[config.mk]
export PLATFORM = sky130hd
export DESIGN_NAME = los_overlay_and_test_pattern_ctrl
export DESIGN_NICKNAME = d
export VERILOG_FILES = /design/src/los_pattern_pkg.sv /design/src/mdio_slave.sv /design/src/los_overlay_and_test_pattern_ctrl.sv
export SDC_FILE = /design/constraint.sdc
export NUM_CORES = 1
export LEC_CHECK = 0
export ABC_AREA = 1
export BUFFER_PORTS_ARGS = -buffer_cell sky130_fd_sc_hd__buf_2
export CAP_MARGIN = 0
export CORE_UTILIZATION = 55
export CTS_CLUSTER_DIAMETER = 30
export CTS_CLUSTER_SIZE = 12
export DETAILED_ROUTE_END_ITERATION = 8
export PLACE_DENSITY_LB_ADDON = 0.25
export SYNTH_ARGS = -nofsm -noshare
export SYNTH_HDL_FRONTEND = slang
export SYNTH_SLANG_ARGS = --single-unit
[constraint.sdc]
create_clock -name mclk_i -period 2.1 [get_ports mclk_i]
set_input_delay 0.42 -clock mclk_i [delete_from_list [all_inputs] [get_ports mclk_i]]
set_output_delay 0.42 -clock mclk_i [all_outputs]
set_load 0.02 [all_outputs]
[src/los_pattern_pkg.sv]
// package: register map, field layout, reset values and pattern codes
//
// Operation
// - pll unlock reaches loss pin when enabled
// - per-lane sync loss reaches loss pin when enabled
// - per-lane bad code reaches loss pin when enabled
// - per-lane signal loss reaches loss pin when enabled
// - fast generation enable starts selected pattern
// - fast check enable starts checking selected pattern
// - fast codes 000-100 are h/l/m/crpat patterns
// - fast codes 101-111 are prbs, default 101
// - fast check errors accumulate in error tally
// - slow generation enable starts selected pattern
// - slow check enable starts checking selected pattern
// - slow choice is bit 11 over bits 5:4
// - slow codes 000-100 are h/l/m/crpat patterns
// - slow codes 101-111 are prbs, default 101
`default_nettype none
package los_pattern_pkg;
    // register offsets
    localparam logic [4:0] ADDR_OVERLAY = 5'h0a;
    localparam logic [4:0] ADDR_PATTERN = 5'h0b;
    localparam logic [4:0] ADDR_ERR_TALLY = 5'h0e;
    localparam logic [15:0] RST_OVERLAY = 16'h4000;
    localparam logic [15:0] RST_PATTERN = 16'h0d10;
    // overlay field positions
    localparam int POS_PLL = 12;
    localparam int POS_SYNC = 8;
    localparam int POS_CODE = 4;
    localparam int POS_SIG = 0;
    // pattern control field positions
    localparam int POS_FGEN = 13;
    localparam int POS_FCHK = 12;
    localparam int POS_SSEL_HI = 11;
    localparam int POS_FSEL = 8;
    localparam int POS_SGEN = 7;
    localparam int POS_SCHK = 6;
    localparam int POS_SSEL_LO = 4;
    // management frame
    localparam logic [1:0] ST_CL45 = 2'b00;
    localparam logic [1:0] OP_ADDR = 2'b00;
    localparam logic [1:0] OP_WRITE = 2'b01;
    localparam logic [1:0] OP_READ = 2'b11;
    localparam logic [1:0] OP_RINC = 2'b10;
    localparam logic [4:0] DEV_ADDR = 5'h1e;
    localparam logic [4:0] PORT_ADDR_DFLT = 5'h00;
    localparam logic [5:0] FRAME_BITS = 6'd32;
    // pattern codes
    typedef enum logic [2:0] {
        PAT_HIGH = 3'h0, PAT_LOW = 3'h1, PAT_MIXED = 3'h2, PAT_CRPAT_LONG = 3'h3,
        PAT_CRPAT_SHORT = 3'h4, PAT_PRBS7 = 3'h5, PAT_PRBS23 = 3'h6, PAT_PRBS31 = 3'h7
    } pattern_code_t;
    // per-channel slow side conditions
    typedef struct packed {
        logic pll_unlock;
        logic [3:0] sync_loss;
        logic [3:0] bad_code;
        logic [3:0] signal_loss;
    } slow_status_t;
    // decoded pattern controls
    typedef struct packed {
        logic fast_pattern_gen_on;
        logic fast_pattern_check_on;
        pattern_code_t fast_pattern_choice;
        logic fast_prbs;
        logic slow_pattern_gen_on;
        logic slow_pattern_check_on;
        pattern_code_t slow_pattern_choice;
        logic slow_crpat;
    } pattern_ctrl_t;

    // true for codes that need a non-kr mode
    function automatic logic is_crpat(input logic [2:0] c);
        return (c == PAT_CRPAT_LONG) || (c == PAT_CRPAT_SHORT);
    endfunction : is_crpat

    function automatic logic is_prbs(input logic [2:0] c);
        return c >= PAT_PRBS7;
    endfunction : is_prbs
endpackage : los_pattern_pkg
`default_nettype wire

[src/mdio_slave.sv]
// mdio clause-45 slave: frame decode, register read and write strobes
`default_nettype none
module mdio_slave (
    input wire logic mclk_i,
    input wire logic nrst_i,
    input wire logic mdc_i,
    input wire logic mdio_in_i,
    input wire logic [4:0] port_addr_i,
    input wire logic [15:0] rd_data_i,
    output logic mdio_out_o,
    output logic mdio_oe_o,
    output logic wr_o,
    output logic rd_o,
    output logic [15:0] reg_addr_o,
    output logic [15:0] wr_data_o
);
    logic [1:0] mdc_s_r;
    logic [1:0] mdi_s_r;
    logic mdc_d_r;
    logic [5:0] preamble_r;
    logic [5:0] cnt_r;
    logic active_r;
    logic [31:0] sh_r;
    logic [15:0] rd_sh_r;
    logic [15:0] addr_r;
    logic mine_r;
    logic rd_op_r;

    wire rise = mdc_s_r[1] & ~mdc_d_r;
    wire fall = ~mdc_s_r[1] & mdc_d_r;
    wire bit_in = mdi_s_r[1];
    wire [31:0] sh_nxt = {sh_r[30:0], bit_in};
    // header complete after 14 bits: st(2) op(2) prtad(5) devad(5)
    wire hdr_done = active_r && cnt_r == 6'd13 && rise;
    wire [1:0] hdr_op = sh_nxt[11:10];
    wire hdr_mine = sh_nxt[13:12] == los_pattern_pkg::ST_CL45 &&
        sh_nxt[9:5] == port_addr_i && sh_nxt[4:0] == los_pattern_pkg::DEV_ADDR;
    wire frame_end = active_r && cnt_r == los_pattern_pkg::FRAME_BITS - 6'd1 && rise;
    wire [1:0] fop = sh_nxt[29:28];

    // pins through two flops, both stages local only
    always_ff @(posedge mclk_i or negedge nrst_i) begin
        if (!nrst_i) begin
            mdc_s_r <= 2'b00;
            mdi_s_r <= 2'b11;
            mdc_d_r <= 1'b0;
        end else begin
            mdc_s_r <= {mdc_s_r[0], mdc_i};
            mdi_s_r <= {mdi_s_r[0], mdio_in_i};
            mdc_d_r <= mdc_s_r[1];
        end
    end

    // frame counter: 32 ones of preamble then a zero start bit arms the frame
    always_ff @(posedge mclk_i or negedge nrst_i) begin
        if (!nrst_i) begin
            preamble_r <= 6'd0;
            cnt_r <= 6'd0;
            active_r <= 1'b0;
            sh_r <= 32'h0;
        end else if (rise) begin
            sh_r <= sh_nxt;
            if (!active_r) begin
                preamble_r <= bit_in ? ((preamble_r == 6'd32) ? preamble_r : preamble_r + 6'd1)
                                     : 6'd0;
                if (!bit_in && preamble_r == 6'd32) begin
                    active_r <= 1'b1;
                    cnt_r <= 6'd1;
                end
            end else if (frame_end) begin
                active_r <= 1'b0;
                cnt_r <= 6'd0;
            end else begin
                cnt_r <= cnt_r + 6'd1;
            end
        end
    end

    // address latch, read data shifter and strobes
    always_ff @(posedge mclk_i or negedge nrst_i) begin
        if (!nrst_i) begin
            addr_r <= 16'h0;
            mine_r <= 1'b0;
            rd_op_r <= 1'b0;
            rd_sh_r <= 16'h0;
            mdio_out_o <= 1'b0;
            mdio_oe_o <= 1'b0;
            wr_o <= 1'b0;
            rd_o <= 1'b0;
            wr_data_o <= 16'h0;
        end else begin
            wr_o <= 1'b0;
            rd_o <= 1'b0;
            if (hdr_done) begin
                mine_r <= hdr_mine;
                rd_op_r <= hdr_mine && (hdr_op == los_pattern_pkg::OP_READ ||
                                        hdr_op == los_pattern_pkg::OP_RINC);
                // capture with the strobe: a clear-on-read target still returns its old value
                if (hdr_mine && (hdr_op == los_pattern_pkg::OP_READ ||
                                 hdr_op == los_pattern_pkg::OP_RINC)) begin
                    rd_o <= 1'b1;
                    rd_sh_r <= rd_data_i;
                end
            end
            // read data was loaded with the strobe at header end, drive from second ta bit onward
            if (rd_op_r && active_r && cnt_r == 6'd15 && fall) begin
                mdio_oe_o <= 1'b1;
                mdio_out_o <= 1'b0;
            end else if (rd_op_r && active_r && cnt_r >= 6'd16 && fall) begin
                mdio_out_o <= rd_sh_r[15];
                rd_sh_r <= {rd_sh_r[14:0], 1'b0};
            end
            if (frame_end) begin
                mdio_oe_o <= 1'b0;
                rd_op_r <= 1'b0;
                if (mine_r && fop == los_pattern_pkg::OP_ADDR) begin
                    addr_r <= sh_nxt[15:0];
                end else if (mine_r && fop == los_pattern_pkg::OP_WRITE) begin
                    wr_o <= 1'b1;
                    wr_data_o <= sh_nxt[15:0];
                end else if (mine_r && fop == los_pattern_pkg::OP_RINC) begin
                    addr_r <= addr_r + 16'h1;
                end
            end
        end
    end

    assign reg_addr_o = addr_r;
endmodule : mdio_slave
`default_nettype wire

[src/los_overlay_and_test_pattern_ctrl.sv]
// loss pin overlay and test pattern control registers behind mdio
`default_nettype none
module los_overlay_and_test_pattern_ctrl (
    input wire logic mclk_i,
    input wire logic nrst_i,
    input wire logic mdc_i,
    input wire logic mdio_in_i,
    input wire logic [4:0] port_addr_i,
    input wire los_pattern_pkg::slow_status_t slow_status_i,
    input wire logic fast_pattern_err_i,
    output logic mdio_out_o,
    output logic mdio_oe_o,
    output logic loss_indicator_pin_o,
    output var los_pattern_pkg::pattern_ctrl_t pattern_ctrl_o
);
    logic wr;
    logic rd;
    logic [15:0] reg_addr;
    logic [15:0] wr_data;
    logic mdio_out;
    logic mdio_oe;
    logic [15:0] rd_data;
    logic [15:0] overlay_r;
    logic [15:0] pattern_r;
    logic [15:0] fast_pattern_error_tally_r;
    logic [12:0] stat_s1_r;
    logic [12:0] stat_s2_r;
    logic err_s1_r;
    logic err_s2_r;
    logic loss_r;
    los_pattern_pkg::pattern_ctrl_t ctrl_r;

    mdio_slave u_mdio (
        .mclk_i(mclk_i),
        .nrst_i(nrst_i),
        .mdc_i(mdc_i),
        .mdio_in_i(mdio_in_i),
        .port_addr_i(port_addr_i),
        .rd_data_i(rd_data),
        .mdio_out_o(mdio_out),
        .mdio_oe_o(mdio_oe),
        .wr_o(wr),
        .rd_o(rd),
        .reg_addr_o(reg_addr),
        .wr_data_o(wr_data)
    );

    // address decode
    wire sel_ovl = reg_addr == {11'h0, los_pattern_pkg::ADDR_OVERLAY};
    wire sel_pat = reg_addr == {11'h0, los_pattern_pkg::ADDR_PATTERN};
    wire sel_err = reg_addr == {11'h0, los_pattern_pkg::ADDR_ERR_TALLY};
    assign rd_data = sel_ovl ? overlay_r :
                     sel_pat ? pattern_r :
                     sel_err ? fast_pattern_error_tally_r : 16'h0000;

    // overlay field views
    wire slow_pll_unlock_to_pin = overlay_r[los_pattern_pkg::POS_PLL];
    wire [3:0] lane_sync_loss_to_pin = overlay_r[los_pattern_pkg::POS_SYNC +: 4];
    wire [3:0] lane_bad_code_to_pin = overlay_r[los_pattern_pkg::POS_CODE +: 4];
    wire [3:0] lane_signal_loss_to_pin = overlay_r[los_pattern_pkg::POS_SIG +: 4];
    los_pattern_pkg::slow_status_t st;
    assign st = stat_s2_r;

    // each enabled condition gated, then all ORed onto the pin
    wire loss_nxt = (slow_pll_unlock_to_pin & st.pll_unlock) |
                    |(lane_sync_loss_to_pin & st.sync_loss) |
                    |(lane_bad_code_to_pin & st.bad_code) |
                    |(lane_signal_loss_to_pin & st.signal_loss);

    // pattern control decode; loopback bits are stored but act elsewhere
    los_pattern_pkg::pattern_ctrl_t ctrl_nxt;
    assign ctrl_nxt.fast_pattern_gen_on = pattern_r[los_pattern_pkg::POS_FGEN];
    assign ctrl_nxt.fast_pattern_check_on = pattern_r[los_pattern_pkg::POS_FCHK];
    assign ctrl_nxt.fast_pattern_choice =
        los_pattern_pkg::pattern_code_t'(pattern_r[los_pattern_pkg::POS_FSEL +: 3]);
    assign ctrl_nxt.fast_prbs =
        los_pattern_pkg::is_prbs(pattern_r[los_pattern_pkg::POS_FSEL +: 3]);
    assign ctrl_nxt.slow_pattern_gen_on = pattern_r[los_pattern_pkg::POS_SGEN];
    assign ctrl_nxt.slow_pattern_check_on = pattern_r[los_pattern_pkg::POS_SCHK];
    wire [2:0] slow_code = {pattern_r[los_pattern_pkg::POS_SSEL_HI],
                            pattern_r[los_pattern_pkg::POS_SSEL_LO +: 2]};
    assign ctrl_nxt.slow_pattern_choice = los_pattern_pkg::pattern_code_t'(slow_code);
    assign ctrl_nxt.slow_crpat = los_pattern_pkg::is_crpat(slow_code);

    // condition and error inputs come from other domains: two flops each
    always_ff @(posedge mclk_i or negedge nrst_i) begin
        if (!nrst_i) begin
            stat_s1_r <= 13'h0;
            stat_s2_r <= 13'h0;
            err_s1_r <= 1'b0;
            err_s2_r <= 1'b0;
        end else begin
            stat_s1_r <= slow_status_i;
            stat_s2_r <= stat_s1_r;
            err_s1_r <= fast_pattern_err_i;
            err_s2_r <= err_s1_r;
        end
    end

    // register writes; unmapped writes are dropped
    always_ff @(posedge mclk_i or negedge nrst_i) begin
        if (!nrst_i) begin
            overlay_r <= los_pattern_pkg::RST_OVERLAY;
            pattern_r <= los_pattern_pkg::RST_PATTERN;
        end else if (wr) begin
            if (sel_ovl) begin
                overlay_r <= wr_data;
            end
            if (sel_pat) begin
                pattern_r <= wr_data;
            end
        end
    end

    // error tally: counts while checking, saturates, clears on read of it.
    // an error in the read cycle wins, so it is never lost
    wire tally_err = ctrl_r.fast_pattern_check_on & err_s2_r;
    wire tally_clr = rd & sel_err;
    always_ff @(posedge mclk_i or negedge nrst_i) begin
        if (!nrst_i) begin
            fast_pattern_error_tally_r <= 16'h0;
        end else if (tally_clr) begin
            fast_pattern_error_tally_r <= {15'h0, tally_err};
        end else if (tally_err && fast_pattern_error_tally_r != 16'hffff) begin
            fast_pattern_error_tally_r <= fast_pattern_error_tally_r + 16'h1;
        end
    end

    // outputs registered
    always_ff @(posedge mclk_i or negedge nrst_i) begin
        if (!nrst_i) begin
            loss_r <= 1'b0;
            ctrl_r <= '0;
        end else begin
            loss_r <= loss_nxt;
            ctrl_r <= ctrl_nxt;
        end
    end

    assign loss_indicator_pin_o = loss_r;
    assign pattern_ctrl_o = ctrl_r;
    assign mdio_out_o = mdio_out;
    assign mdio_oe_o = mdio_oe;

    AST_PLL_PIN: assert property (@(posedge mclk_i) disable iff (!nrst_i)
        slow_pll_unlock_to_pin && st.pll_unlock |=> loss_indicator_pin_o)
        else $error("pll unlock not on loss pin");
    AST_SYNC_PIN: assert property (@(posedge mclk_i) disable iff (!nrst_i)
        |(lane_sync_loss_to_pin & st.sync_loss) |=> loss_indicator_pin_o)
        else $error("sync loss not on loss pin");
    AST_CODE_PIN: assert property (@(posedge mclk_i) disable iff (!nrst_i)
        |(lane_bad_code_to_pin & st.bad_code) |=> loss_indicator_pin_o)
        else $error("bad code not on loss pin");
    AST_SIG_PIN: assert property (@(posedge mclk_i) disable iff (!nrst_i)
        |(lane_signal_loss_to_pin & st.signal_loss) |=> loss_indicator_pin_o)
        else $error("signal loss not on loss pin");
    AST_PIN_QUIET: assert property (@(posedge mclk_i) disable iff (!nrst_i)
        !(slow_pll_unlock_to_pin & st.pll_unlock) && !(|(overlay_r[11:0] & {st.sync_loss,
        st.bad_code, st.signal_loss})) |=> !loss_indicator_pin_o)
        else $error("loss pin set with no enabled condition");
    AST_FGEN: assert property (@(posedge mclk_i) disable iff (!nrst_i)
        wr && sel_pat |=> ##1 pattern_ctrl_o.fast_pattern_gen_on == $past(wr_data[13], 2))
        else $error("fast generation enable not applied");
    AST_FCHK: assert property (@(posedge mclk_i) disable iff (!nrst_i)
        wr && sel_pat |=> ##1 pattern_ctrl_o.fast_pattern_check_on == $past(wr_data[12], 2))
        else $error("fast check enable not applied");
    AST_FSEL: assert property (@(posedge mclk_i) disable iff (!nrst_i)
        wr && sel_pat |=> ##1 pattern_ctrl_o.fast_pattern_choice == $past(wr_data[10:8], 2))
        else $error("fast choice not applied");
    AST_FPRBS: assert property (@(posedge mclk_i) disable iff (!nrst_i)
        pattern_ctrl_o.fast_prbs == (pattern_ctrl_o.fast_pattern_choice >= 3'h5))
        else $error("fast prbs flag wrong");
    AST_TALLY: assert property (@(posedge mclk_i) disable iff (!nrst_i)
        tally_err && !tally_clr && fast_pattern_error_tally_r != 16'hffff
        |=> fast_pattern_error_tally_r == $past(fast_pattern_error_tally_r) + 16'h1)
        else $error("error tally did not count");
    AST_SGEN: assert property (@(posedge mclk_i) disable iff (!nrst_i)
        wr && sel_pat |=> ##1 pattern_ctrl_o.slow_pattern_gen_on == $past(wr_data[7], 2))
        else $error("slow generation enable not applied");
    AST_SCHK: assert property (@(posedge mclk_i) disable iff (!nrst_i)
        wr && sel_pat |=> ##1 pattern_ctrl_o.slow_pattern_check_on == $past(wr_data[6], 2))
        else $error("slow check enable not applied");
    AST_SSEL: assert property (@(posedge mclk_i) disable iff (!nrst_i)
        wr && sel_pat |=> ##1 pattern_ctrl_o.slow_pattern_choice ==
        {$past(wr_data[11], 2), $past(wr_data[5:4], 2)})
        else $error("slow choice not assembled");
    AST_SCRPAT: assert property (@(posedge mclk_i) disable iff (!nrst_i)
        pattern_ctrl_o.slow_crpat == (pattern_ctrl_o.slow_pattern_choice inside {3'h3, 3'h4}))
        else $error("slow crpat flag wrong");
    AST_SRESET: assert property (@(posedge mclk_i) disable iff (!nrst_i)
        $rose(nrst_i) |-> pattern_r[5:4] == 2'h1 && pattern_r[11] == 1'b1)
        else $error("slow choice reset wrong");

    COV_WRITE_PAT: cover property (@(posedge mclk_i) disable iff (!nrst_i) wr && sel_pat);
    COV_READ_TALLY: cover property (@(posedge mclk_i) disable iff (!nrst_i) rd && sel_err);
    COV_PIN_SET: cover property (@(posedge mclk_i) disable iff (!nrst_i)
        $rose(loss_indicator_pin_o));
    COV_TALLY_COUNT: cover property (@(posedge mclk_i) disable iff (!nrst_i) tally_err);
endmodule : los_overlay_and_test_pattern_ctrl
`default_nettype wire

==> results.py, run 1 <==
metrics = {
    "status": {
        "status": "finished with violations",
        "violations": "hold timing",
    },
    "run": {
        "cap_violations": 0,
    },
    "worst_setup_path": {
        "cp-end-kind": "flop",
        "cp.required_ns": 2.47,
        "worstSetupStartpointType": "flop",
        "critical_path_class": "reg2reg",
        "crit_chain": "inv_1, ha_1, nand3_1, nor2_4, buf_4, nand2_1, o21ai_1, nand3_1, nand2_1, nand3_1, nand2_1",
        "max_stage_delay_ns": 0.42,
        "path_max_fanout": 14,
        "crit_slowest_cell": "dfrtp_1",
        "crit_arrival_ns": 2.30,
    },
    "sta": {
        "worst_pin_slew_ns": 0.5660,
        "hold_ws_ns": -0.01117,
        "setup_tns_ns": 0,
        "fin_ws_ns": 0.1752,
        "hold_viol_final": 15,
        "setup_viol": 0,
        "finalMaxSlewViolations": 0,
        "rsz0062_at_grt": "false",
        "fmax_mhz": 519.5,
        "final.setup_skew_ns": 0.008752,
        "period_share_pct": 91.66,
        "finalWorstPathRequiredPeriod_ns": 1.925,
        "maxSlewHeadroom_pct": 62.27,
    },
    "synthesis": {
        "yosysMostFrequentCell": "nand2_1",
        "ys_types": 45,
        "yosysSeqAreaShare_pct": 54.16,
        "yosysTopAreaCellShare_pct": 52.07,
        "yosys_warnings": 0,
        "syn-num-nets": 1057,
        "synthTopCellsByCount": "nand2_1, dfrtp_1, inv_1",
        "async_reset_ff_share_pct": 100.0,
        "dominantRegCellSynth": "dfrtp_1",
        "synth_edf_count": 0,
        "syn_area_per_cell_um2": 8.563,
        "synth_area_leader_cell": "dfrtp_1",
        "syn-instance-count": 1027,
        "yosys-top-cells-area": "dfrtp_1, nand2_1, inv_1",
        "syn_area_mm2": 0.008795,
        "ys_ff_latch": 190,
    },
    "pwr": {
        "p_leak_nw": 4.678,
        "p_total_w": 0.007341,
        "vdd_drop_max_uv": 579.8,
        "power.density_mw_per_mm2": 744.0,
    },
    "clock_network": {
        "cts_root_buffer": "clkbuf_16",
        "clock_sinks": 190,
        "cts_buffers": 17,
        "tritoncts": "yes",
        "cts_buffer_depth": 2,
        "h-tree-depth": 4,
        "clkTransAtPathRegs_ns": 0.07,
        "insertion_delay_ns": 0.43,
    },
    "floorplan": {
        "placementRows": 45,
        "design.portCount": 38,
        "initial_core_util_pct": 57.01,
        "core_mm2": 0.01543,
        "dieHeight_um": 128.5,
        "die-area_mm2": 0.01650,
        "dieWidth_um": 128.5,
    },
    "routing": {
        "drt-total-wl_um": 19330,
        "drt_iter0_drc": 589,
        "viasPerCell": 5.286,
        "wire_per_inst_um": 14.95,
        "drtAntennaViolNets": 0,
        "vias": 6835,
        "firstDrtPassIters": 5,
        "drc_errors": 0,
    },
    "placed_design": {
        "dp_slack_ns": 0.1794,
        "portBuffers": 37,
        "dpl_cell_area_mm2": 0.009275,
        "gp_congestion": 0.9061,
        "detailed_place_hpwl_um": 13790,
    },
    "global_route": {
        "grt_pass1_vias": 6482,
        "track_usage_pct": 25.44,
        "grt_max_degree": 66,
        "grt_pass1_wl_um": 32400,
        "antenna_found_initial": 0,
        "grt_overflow": 0,
    },
    "cells_and_area": {
        "area_growth_pct": 12.19,
        "finalNetCount": 1099,
        "layout-drive-gt1-share_pct": 14.05,
        "antenna_cells": 0,
        "post-route-cell-area_mm2": 0.009867,
    },
    "hold_path": {
        "hold_path.class": "in2async",
    },
}
[cell type report]
| type | instances | area [um^2] |
|---|---|---|
| inverter | 121 | 459.2 |
| clock buffer | 19 | 442.9 |
| multi-input combinational | 678 | 3383 |
| tap | 211 | 264.0 |
| fill | 1333 | 5560 |
| timing repair buffer | 61 | 424.2 |
| clock inverter | 13 | 130.1 |
| sequential | 190 | 4763 |
[report_power, final]
part,internal (W),total [W],switching (W),leakage (nW)
clock network,0.00169,0.00311,0.00142,0.273
registers,0.00377,0.00385,0.0000799,2.52
logic,0.000121,0.000378,0.000257,1.89
[registers in the layout, summed over array words and instances (netlist names), 12 cells and up]
signal	count
u_mdio.sh_r	29
st	13
pattern_r	16
stat_s1_r	13
u_mdio.wr_data_o	16
fast_pattern_error_tally_r	16
overlay_r	16
pattern_ctrl_o	12
u_mdio.reg_addr_o	16
u_mdio.rd_sh_r	16
[stage by stage]
| step | instances | utilization (%) | hold slack [ns] |
|---|---|---|---|
| final | 1293 | 63.96 | -0.01117 |
| after global routing | 1293 | 63.96 | 0.02012 |
| after CTS | 1293 | 63.84 | 0.003751 |
| after detailed placement | 1261 | 60.12 | 0.3347 |
| after global placement | 1261 | 60.12 | 0.3317 |
| after floorplan | 1027 | - | 0.1244 |
[cells in the final DEF (no fill, tap or decap), types with 2 or more instances in the layout]
cell	netlist	final
buf_12	0	4
o22ai_1	6	6
nand3_1	65	65
clkbuf_8	0	2
nor2_2	10	10
clkinv_4	0	3
o21ai_2	9	9
clkinvlp_4	0	3
nand2_2	4	4
a221oi_1	2	2
a21oi_1	41	41
nand4_1	29	29
nand3_2	6	5
nand3_4	2	3
ha_1	7	7
nor2_1	74	74
nor2_4	5	5
o21ai_1	40	40
o21a_1	3	3
buf_4	6	20
buf_2	16	36
or2_0	5	5
nor3_1	14	14
inv_1	107	107
xor2_1	16	16
clkbuf_16	0	17
clkinv_1	3	3
xnor2_1	5	5
nand2_1	260	260
inv_2	10	10
o21ai_0	61	61
dfstp_2	7	7
dfrtp_1	183	183
inv_6	0	5
[path summary, 6_finish.rpt]
path,startpoint,depth (start not counted),slack (ns),to
worst max-delay path,u_mdio.reg_addr_o[0]$_DFFE_PN0P_,11,0.18,u_mdio.rd_sh_r[7]$_DFF_PN0_
worst min-delay path,nrst_i,1,-0.01,err_s2_r$_DFF_PN0_
worst max register to register,u_mdio.reg_addr_o[0]$_DFFE_PN0P_,11,0.18,u_mdio.rd_sh_r[7]$_DFF_PN0_
worst min register to register,u_mdio.mdc_s_r[0]$_DFF_PN0_,0,0.35,u_mdio.mdc_s_r[1]$_DFF_PN0_
max in group asynchronous,nrst_i,2,1.47,overlay_r[14]$_DFFE_PN1P_
min in group mclk_i,mdio_in_i,1,0.08,u_mdio.mdi_s_r[0]$_DFF_PN1_
[cell families after synthesis]
family	count (synthesis)	synth area share, %
buf+inv	159	7.540
xor+xnor	21	2.091
flops	190	54.16
mux	1	0.1280
simple gates	481	24.60
compound gates	168	10.49
fa+ha+maj	7	0.9958
[per-layer routing]
metal	part of all wire (%)	track usage, %	vias to the layer above	routed length [um]
met4	1.6	6.782	0	318
met1	46	34.10	3236	8842
met5	0	0	-	0
li1	-	-	3399	-
met2	48	42.00	169	9304
met3	4.5	5.655	31	869
[critical path: cells and delay by family, from the launching register on]
family / cells / cell delay [ns]
fa+ha+maj: 1 / 0.19
simple gates: 7 / 0.70
flops: 1 / 0.42
compound gates: 1 / 0.24
buf+inv: 2 / 0.32
[repair_timing]
item                       in CTS  in global routing
setup endpoints to repair       0                 14
buffers inserted                0                  0
hold buffers                    0                  0
resized for setup               0                  4
No activity file was read; power rests on OpenSTA's default activity.
==> run 2, diff against run 1 <==
--- a/config.mk
+++ b/config.mk
@@ -9,6 +9,7 @@
 export BUFFER_PORTS_ARGS = -buffer_cell sky130_fd_sc_hd__buf_2
 export CAP_MARGIN = 0
 export CORE_UTILIZATION = 55
+export CTS_BUF_LIST = sky130_fd_sc_hd__clkbuf_16
 export CTS_CLUSTER_DIAMETER = 30
 export CTS_CLUSTER_SIZE = 12
 export DETAILED_ROUTE_END_ITERATION = 8
==> run 2 against run 1 <==
- the flow still finishes with violations (hold timing)
- clock power shrank 1%
- count of clock-buffer cells in the layout decreased by 2
- highest routed layer unchanged
- sequential share of layout area about the same
- fmax shrank 0.35%
- sequential power about the same
- cell area fell by 0.10%
- clock skew grew 0.0012 ns
- via count is essentially flat
- core utilization is 0.065 points lower
- largest power group unchanged
- die area unchanged
- wire length barely moved
- final cell count unchanged
==> results.py, run 2 (synthesis results as in run 1) <==
metrics = {
    "routing": {
        "viasPerCell": 5.288,
        "drc_errors": 0,
        "vias": 6837,
        "wire_per_inst_um": 14.95,
        "drt-total-wl_um": 19330,
        "drtAntennaViolNets": 0,
        "drt_iter0_drc": 599,
        "firstDrtPassIters": 5,
    },
    "clock_network": {
        "clkTransAtPathRegs_ns": 0.07,
        "cts_buffer_depth": 2,
        "tritoncts": "yes",
        "cts_root_buffer": "clkbuf_16",
        "cts_buffers": 17,
        "h-tree-depth": 4,
        "clock_sinks": 190,
        "insertion_delay_ns": 0.43,
        "cts_hold_buffers": 0,
    },
    "hold_path": {
        "hold_path.class": "in2async",
    },
    "floorplan": {
        "design.portCount": 38,
        "die-area_mm2": 0.01650,
        "core_mm2": 0.01543,
        "initial_core_util_pct": 57.01,
        "dieHeight_um": 128.5,
        "dieWidth_um": 128.5,
        "placementRows": 45,
    },
    "sta": {
        "period_share_pct": 91.98,
        "worst_pin_slew_ns": 0.5724,
        "hold_viol_final": 15,
        "setup_viol": 0,
        "maxSlewHeadroom_pct": 61.84,
        "finalMaxSlewViolations": 0,
        "fmax_mhz": 517.7,
        "final.setup_skew_ns": 0.009943,
        "finalWorstPathRequiredPeriod_ns": 1.932,
        "setup_tns_ns": 0,
        "fin_ws_ns": 0.1685,
        "hold_ws_ns": -0.01066,
        "rsz0062_at_grt": "false",
    },
    "worst_setup_path": {
        "cp.required_ns": 2.41,
        "worstSetupStartpointType": "flop",
        "path_max_fanout": 18,
        "cp-end-kind": "flop",
        "r2r_cells": 9,
        "critical_path_class": "reg2reg",
        "crit_arrival_ns": 2.24,
    },
    "placed_design": {
        "detailed_place_hpwl_um": 13790,
        "dp_slack_ns": 0.1794,
        "dp_cells": 1261,
        "gp_congestion": 0.9061,
        "portBuffers": 37,
    },
    "global_route": {
        "met1_usage_pct": 34.13,
        "grtUsageMet3_pct": 5.655,
        "track_usage_pct": 25.40,
        "grt_util_met2_pct": 41.81,
        "grt-busiest-layer": "met2",
        "antenna_found_initial": 0,
        "grt_pass1_wl_um": 32330,
        "grt_pass1_vias": 6463,
        "grt_max_degree": 66,
        "grt_overflow": 0,
    },
    "pwr": {
        "vdd_drop_max_uv": 581.3,
        "p_leak_nw": 4.677,
        "power.density_mw_per_mm2": 740.6,
        "p_total_w": 0.007300,
    },
    "cells_and_area": {
        "fillers": 1335,
        "largest_reg_flops": 29,
        "regMostFlops": "u_mdio.sh_r",
        "finalNetCount": 1099,
        "mostFrequentLayoutCell": "nand2_1",
        "area_growth_pct": 12.08,
        "antenna_cells": 0,
        "final_cell_mix": "nand2_1, dfrtp_1, inv_1, nor2_1, nand3_1",
        "fin_cells": 1293,
        "layout-drive-gt1-share_pct": 13.96,
    },
    "run": {
        "cap_violations": 0,
    },
    "status": {
        "violations": "hold timing",
        "status": "finished with violations",
    },
}
-- run 2: critical path, cell delays in order (launching register included) --
cell     delay [ns]
dfrtp_1        0.41
inv_1          0.13
nor2_1         0.08
nor2_1         0.11
nand2_1        0.08
nor2_1         0.20
nand3_4        0.27
buf_4          0.28
a21oi_1        0.13
a21oi_1        0.09
-- run 2: power breakdown --
group	switching (W)	total, W	internal (W)
Sequential	0.0000796	0.00385	0.00377
Clock	0.00142	0.00307	0.00165
Combinational	0.000259	0.000379	0.000121
-- run 2: metal layers --
metal	vias to the layer above	share of wire (%)
met2	180	48
li1	3399	-
met3	39	4.6
met1	3219	46
met5	-	0
met4	0	1.9
-- run 2: what timing repair did --
| item | in CTS | in global routing |
|---|---|---|
| setup endpoints to repair | 0 | 14 |
| buffers inserted | 0 | 0 |
| resized for setup | 0 | 4 |
-- run 2: metrics by stage --
stage	util (%)	instance area [um^2]
after floorplan	-	8795
after CTS	63.77	9838
after global placement	60.12	9275
after detailed placement	60.12	9275
after global routing	63.89	9857
final	63.89	9857
-- run 2: cell type report --
type,instances,area [um^2],share of cell area (%)
clock buffer,17,425.4,4.316
timing repair buffer,61,424.2,4.303
clock inverter,15,137.6,1.396
tap,211,264.0,2.678
inverter,121,459.2,4.659
multi-input combinational,678,3383,34.32
sequential,190,4763,48.32
-- run 2: worst paths after layout --
path	end	slack (ns)	from
worst max-delay path	u_mdio.rd_sh_r[2]$_DFF_PN0_	0.17	u_mdio.sh_r[4]$_DFFE_PN0P_
worst min-delay path	err_s2_r$_DFF_PN0_	-0.01	nrst_i
worst max register to register	u_mdio.rd_sh_r[2]$_DFF_PN0_	0.17	u_mdio.sh_r[4]$_DFFE_PN0P_
worst min register to register	u_mdio.mdc_s_r[1]$_DFF_PN0_	0.35	u_mdio.mdc_s_r[0]$_DFF_PN0_
max in group asynchronous	overlay_r[14]$_DFFE_PN1P_	1.47	nrst_i
min in group mclk_i	u_mdio.mdi_s_r[0]$_DFF_PN1_	0.08	mdio_in_i
==> run 3, diff against run 2 <==
--- a/config.mk
+++ b/config.mk
@@ -5,9 +5,9 @@
 export SDC_FILE = /design/constraint.sdc
 export NUM_CORES = 1
 export LEC_CHECK = 0
-export ABC_AREA = 1
 export BUFFER_PORTS_ARGS = -buffer_cell sky130_fd_sc_hd__buf_2
 export CAP_MARGIN = 0
+export CORE_MARGIN = 3
 export CORE_UTILIZATION = 55
 export CTS_BUF_LIST = sky130_fd_sc_hd__clkbuf_16
 export CTS_CLUSTER_DIAMETER = 30
==> run 3 against run 2 <==
- the flow now finishes without violations
- wire length increased by 0.26%
- sequential share of layout area increased by 1.3 points
- final cell count is 20% lower
- critical path type unchanged
- count of clock-buffer cells in the layout is the same
- via count down 8.7%
- global-route usage down 1.1 points
- clock power rose by 9.1%
- first-iteration DRC count is 13% lower
- synthesized cell count decreased by 25%
- critical endpoint is now u_mdio.rd_sh_r[15]$_DFF_PN0_
==> results.py, run 3 <==
metrics = {
    "clock_network": {
        "clock_sinks": 190,
        "insertion_delay_ns": 0.43,
        "clkTransAtPathRegs_ns": 0.07,
        "h-tree-depth": 4,
        "tritoncts": "yes",
        "cts_setup_buffers": 0,
        "cts_root_buffer": "clkbuf_16",
        "cts_buffer_depth": 2,
        "cts_buffers": 17,
    },
    "status": {
        "status": "finished clean",
    },
    "hold_path": {
        "hold_path.class": "in2reg",
    },
    "sta": {
        "period_share_pct": 96.44,
        "maxSlewHeadroom_pct": 69.66,
        "worst_pin_slew_ns": 0.4551,
        "setup_viol": 0,
        "fmax_mhz": 493.8,
        "final.setup_skew_ns": 0.008679,
        "fin_ws_ns": 0.07475,
        "finalMaxSlewViolations": 0,
        "hold_viol_final": 0,
        "finalWorstPathRequiredPeriod_ns": 2.025,
    },
    "worst_setup_path": {
        "worstSetupStartpointType": "flop",
        "crit_arrival_ns": 2.34,
        "cp.required_ns": 2.41,
        "cp-end-kind": "flop",
        "path_max_fanout": 26,
        "critical_path_class": "reg2reg",
    },
    "cells_and_area": {
        "mostFrequentLayoutCell": "dfrtp_1",
        "finalNetCount": 861,
        "fillers": 1093,
        "area_growth_pct": 15.47,
        "largest_reg_flops": 29,
        "final_cell_mix": "dfrtp_1, nand2_1, mux2_2, a21oi_1, o21ai_0",
        "regMostFlops": "u_mdio.sh_r",
        "antenna_cells": 0,
        "layout-drive-gt1-share_pct": 23.93,
        "utilization_pct": 65.56,
    },
    "placed_design": {
        "dp_slack_ns": 0.07016,
        "gp_congestion": 0.8878,
        "portBuffers": 37,
        "detailed_place_hpwl_um": 13170,
    },
    "synthesis": {
        "async_reset_ff_share_pct": 100.0,
        "dominantRegCellSynth": "dfrtp_1",
        "syn-num-nets": 804,
        "ys_ff_latch": 190,
        "syn_area_mm2": 0.008314,
        "ys_types": 61,
        "yosysMostFrequentCell": "dfrtp_1",
        "yosys_warnings": 0,
        "synthTopCellsByCount": "dfrtp_1, nand2_1, mux2_2",
        "yosys-top-cells-area": "dfrtp_1, mux2_2, nand2_1",
        "yosysSeqAreaShare_pct": 57.29,
        "synth_edf_count": 0,
        "synth_area_leader_cell": "dfrtp_1",
        "syn-instance-count": 774,
        "syn_area_per_cell_um2": 10.74,
        "yosysTopAreaCellShare_pct": 55.08,
    },
    "run": {
        "cap_violations": 0,
    },
    "routing": {
        "viasPerCell": 6.070,
        "vias": 6240,
        "drt_iter0_drc": 519,
        "drc_errors": 0,
        "firstDrtPassIters": 8,
        "wire_per_inst_um": 18.85,
        "drt-total-wl_um": 19380,
        "drtAntennaViolNets": 0,
    },
    "floorplan": {
        "die-area_mm2": 0.01663,
        "initial_core_util_pct": 56.78,
        "core_mm2": 0.01464,
        "design.portCount": 38,
        "placementRows": 44,
        "dieWidth_um": 129.0,
        "dieHeight_um": 129.0,
    },
    "pwr": {
        "power.density_mw_per_mm2": 790.4,
        "swShare_pct": 24.52,
        "vdd_drop_max_uv": 690.4,
        "pwr-share-clk_pct": 44.1,
        "p_int_w": 0.005727,
        "power_frac_seq_pct": 51.0,
        "switchingPower_w": 0.001860,
        "p_leak_nw": 4.458,
        "p_comb_share_pct": 4.9,
    },
    "global_route": {
        "antenna_found_initial": 0,
        "track_usage_pct": 24.25,
        "grt_pass1_vias": 6068,
        "grt_overflow": 0,
        "grt_pass1_wl_um": 31330,
        "grt_max_degree": 54,
    },
}
run 3: cell count changes in the layout (fill, tap and decap cells not counted), sizes merged, moves of 19 or more:
cell / before / now
nand3: 73 / 27
nand4: 29 / 10
o21ai: 110 / 51
nor2: 90 / 33
nand2: 264 / 150
mux2: 1 / 61
inv: 124 / 20
run 3: logic make-up after synthesis:
kind of cell / share of synthesized area [%]
buf+inv: 2.799
fa+ha+maj: 1.053
xor+xnor: 1.580
compound gates: 12.02
flops: 57.29
mux: 8.984
simple gates: 16.27
run 3: stage by stage:
step / std cells / cell area (um^2) / total power (W) / setup TNS [ns] / hold slack, ns
after floorplan: 774 / 8317 / 0.004060 / 0 / 0.1244
after global placement: 995 / 8961 / 0.004286 / 0 / 0.3314
after detailed placement: 995 / 8961 / 0.004308 / 0 / 0.3347
after CTS: 1028 / 9590 / 0.007655 / 0 / 0.07134
after global routing: 1028 / 9600 / 0.007846 / -0.01845 / 0.07221
final: 1028 / 9600 / 0.007588 / 0 / 0.08637
run 3: timing repair:
item,CTS,global route
resized for setup,0,3
endpoints found under the hold margin,42,0
endpoints found under the setup margin,0,10
hold buffers,1,0
run 3: cell type report:
| cell class | count | area (um^2) | area share [%] |
|---|---|---|---|
| Clock buffer | 17 | 425.4 | 4.431 |
| Clock inverter | 15 | 193.9 | 2.020 |
| Inverter | 12 | 45.04 | 0.4692 |
| Multi-Input combinational cell | 531 | 3331 | 34.69 |
| Sequential cell | 190 | 4763 | 49.62 |
| Tap cell | 184 | 230.2 | 2.398 |
| Timing Repair Buffer | 79 | 611.8 | 6.373 |
run 3: metal layers:
metal,up-vias,global-route usage [%],routed length (um)
met3,25,5.729,1165
met1,3168,33.40,8325
met5,-,0,0
li1,2853,-,-
met2,194,39.24,9619
met4,0,6.115,272
run 3: final timing paths:
kind | from | endpoint | slack, ns | cells past startpoint
worst max-delay path | u_mdio.mdi_s_r[1]$_DFF_PN1_ | u_mdio.rd_sh_r[15]$_DFF_PN0_ | 0.07 | 6
worst min-delay path | mdio_in_i | u_mdio.mdi_s_r[0]$_DFF_PN1_ | 0.09 | 1
worst max register to register | u_mdio.mdi_s_r[1]$_DFF_PN1_ | u_mdio.rd_sh_r[15]$_DFF_PN0_ | 0.07 | 6
worst min register to register | stat_s1_r[3]$_DFF_PN0_ | st[3]$_DFF_PN0_ | 0.35 | 0
max in group asynchronous | nrst_i | overlay_r[14]$_DFFE_PN1P_ | 0.92 | 3
min in group asynchronous | nrst_i | u_mdio.preamble_r[3]$_DFFE_PN0P_ | 0.50 | 2
run 3: critical path: stages (launching register included):
cell	delay, ns
dfstp_2	0.37
or4b_1	0.52
nand4bb_1	0.24
or4_4	0.46
buf_12	0.18
nand2_1	0.07
o21ai_1	0.07
run 3: power by group through the flow:
| stage | registers, W | clock network, W | logic (W) |
|---|---|---|---|
| after floorplan | 0.00390 | 0 | 0.000156 |
| after global placement | 0.00393 | 0 | 0.000354 |
| after detailed placement | 0.00394 | 0 | 0.000371 |
| after CTS | 0.00387 | 0.00341 | 0.000379 |
| after global routing | 0.00388 | 0.00355 | 0.000419 |
| final | 0.00387 | 0.00335 | 0.000372 |
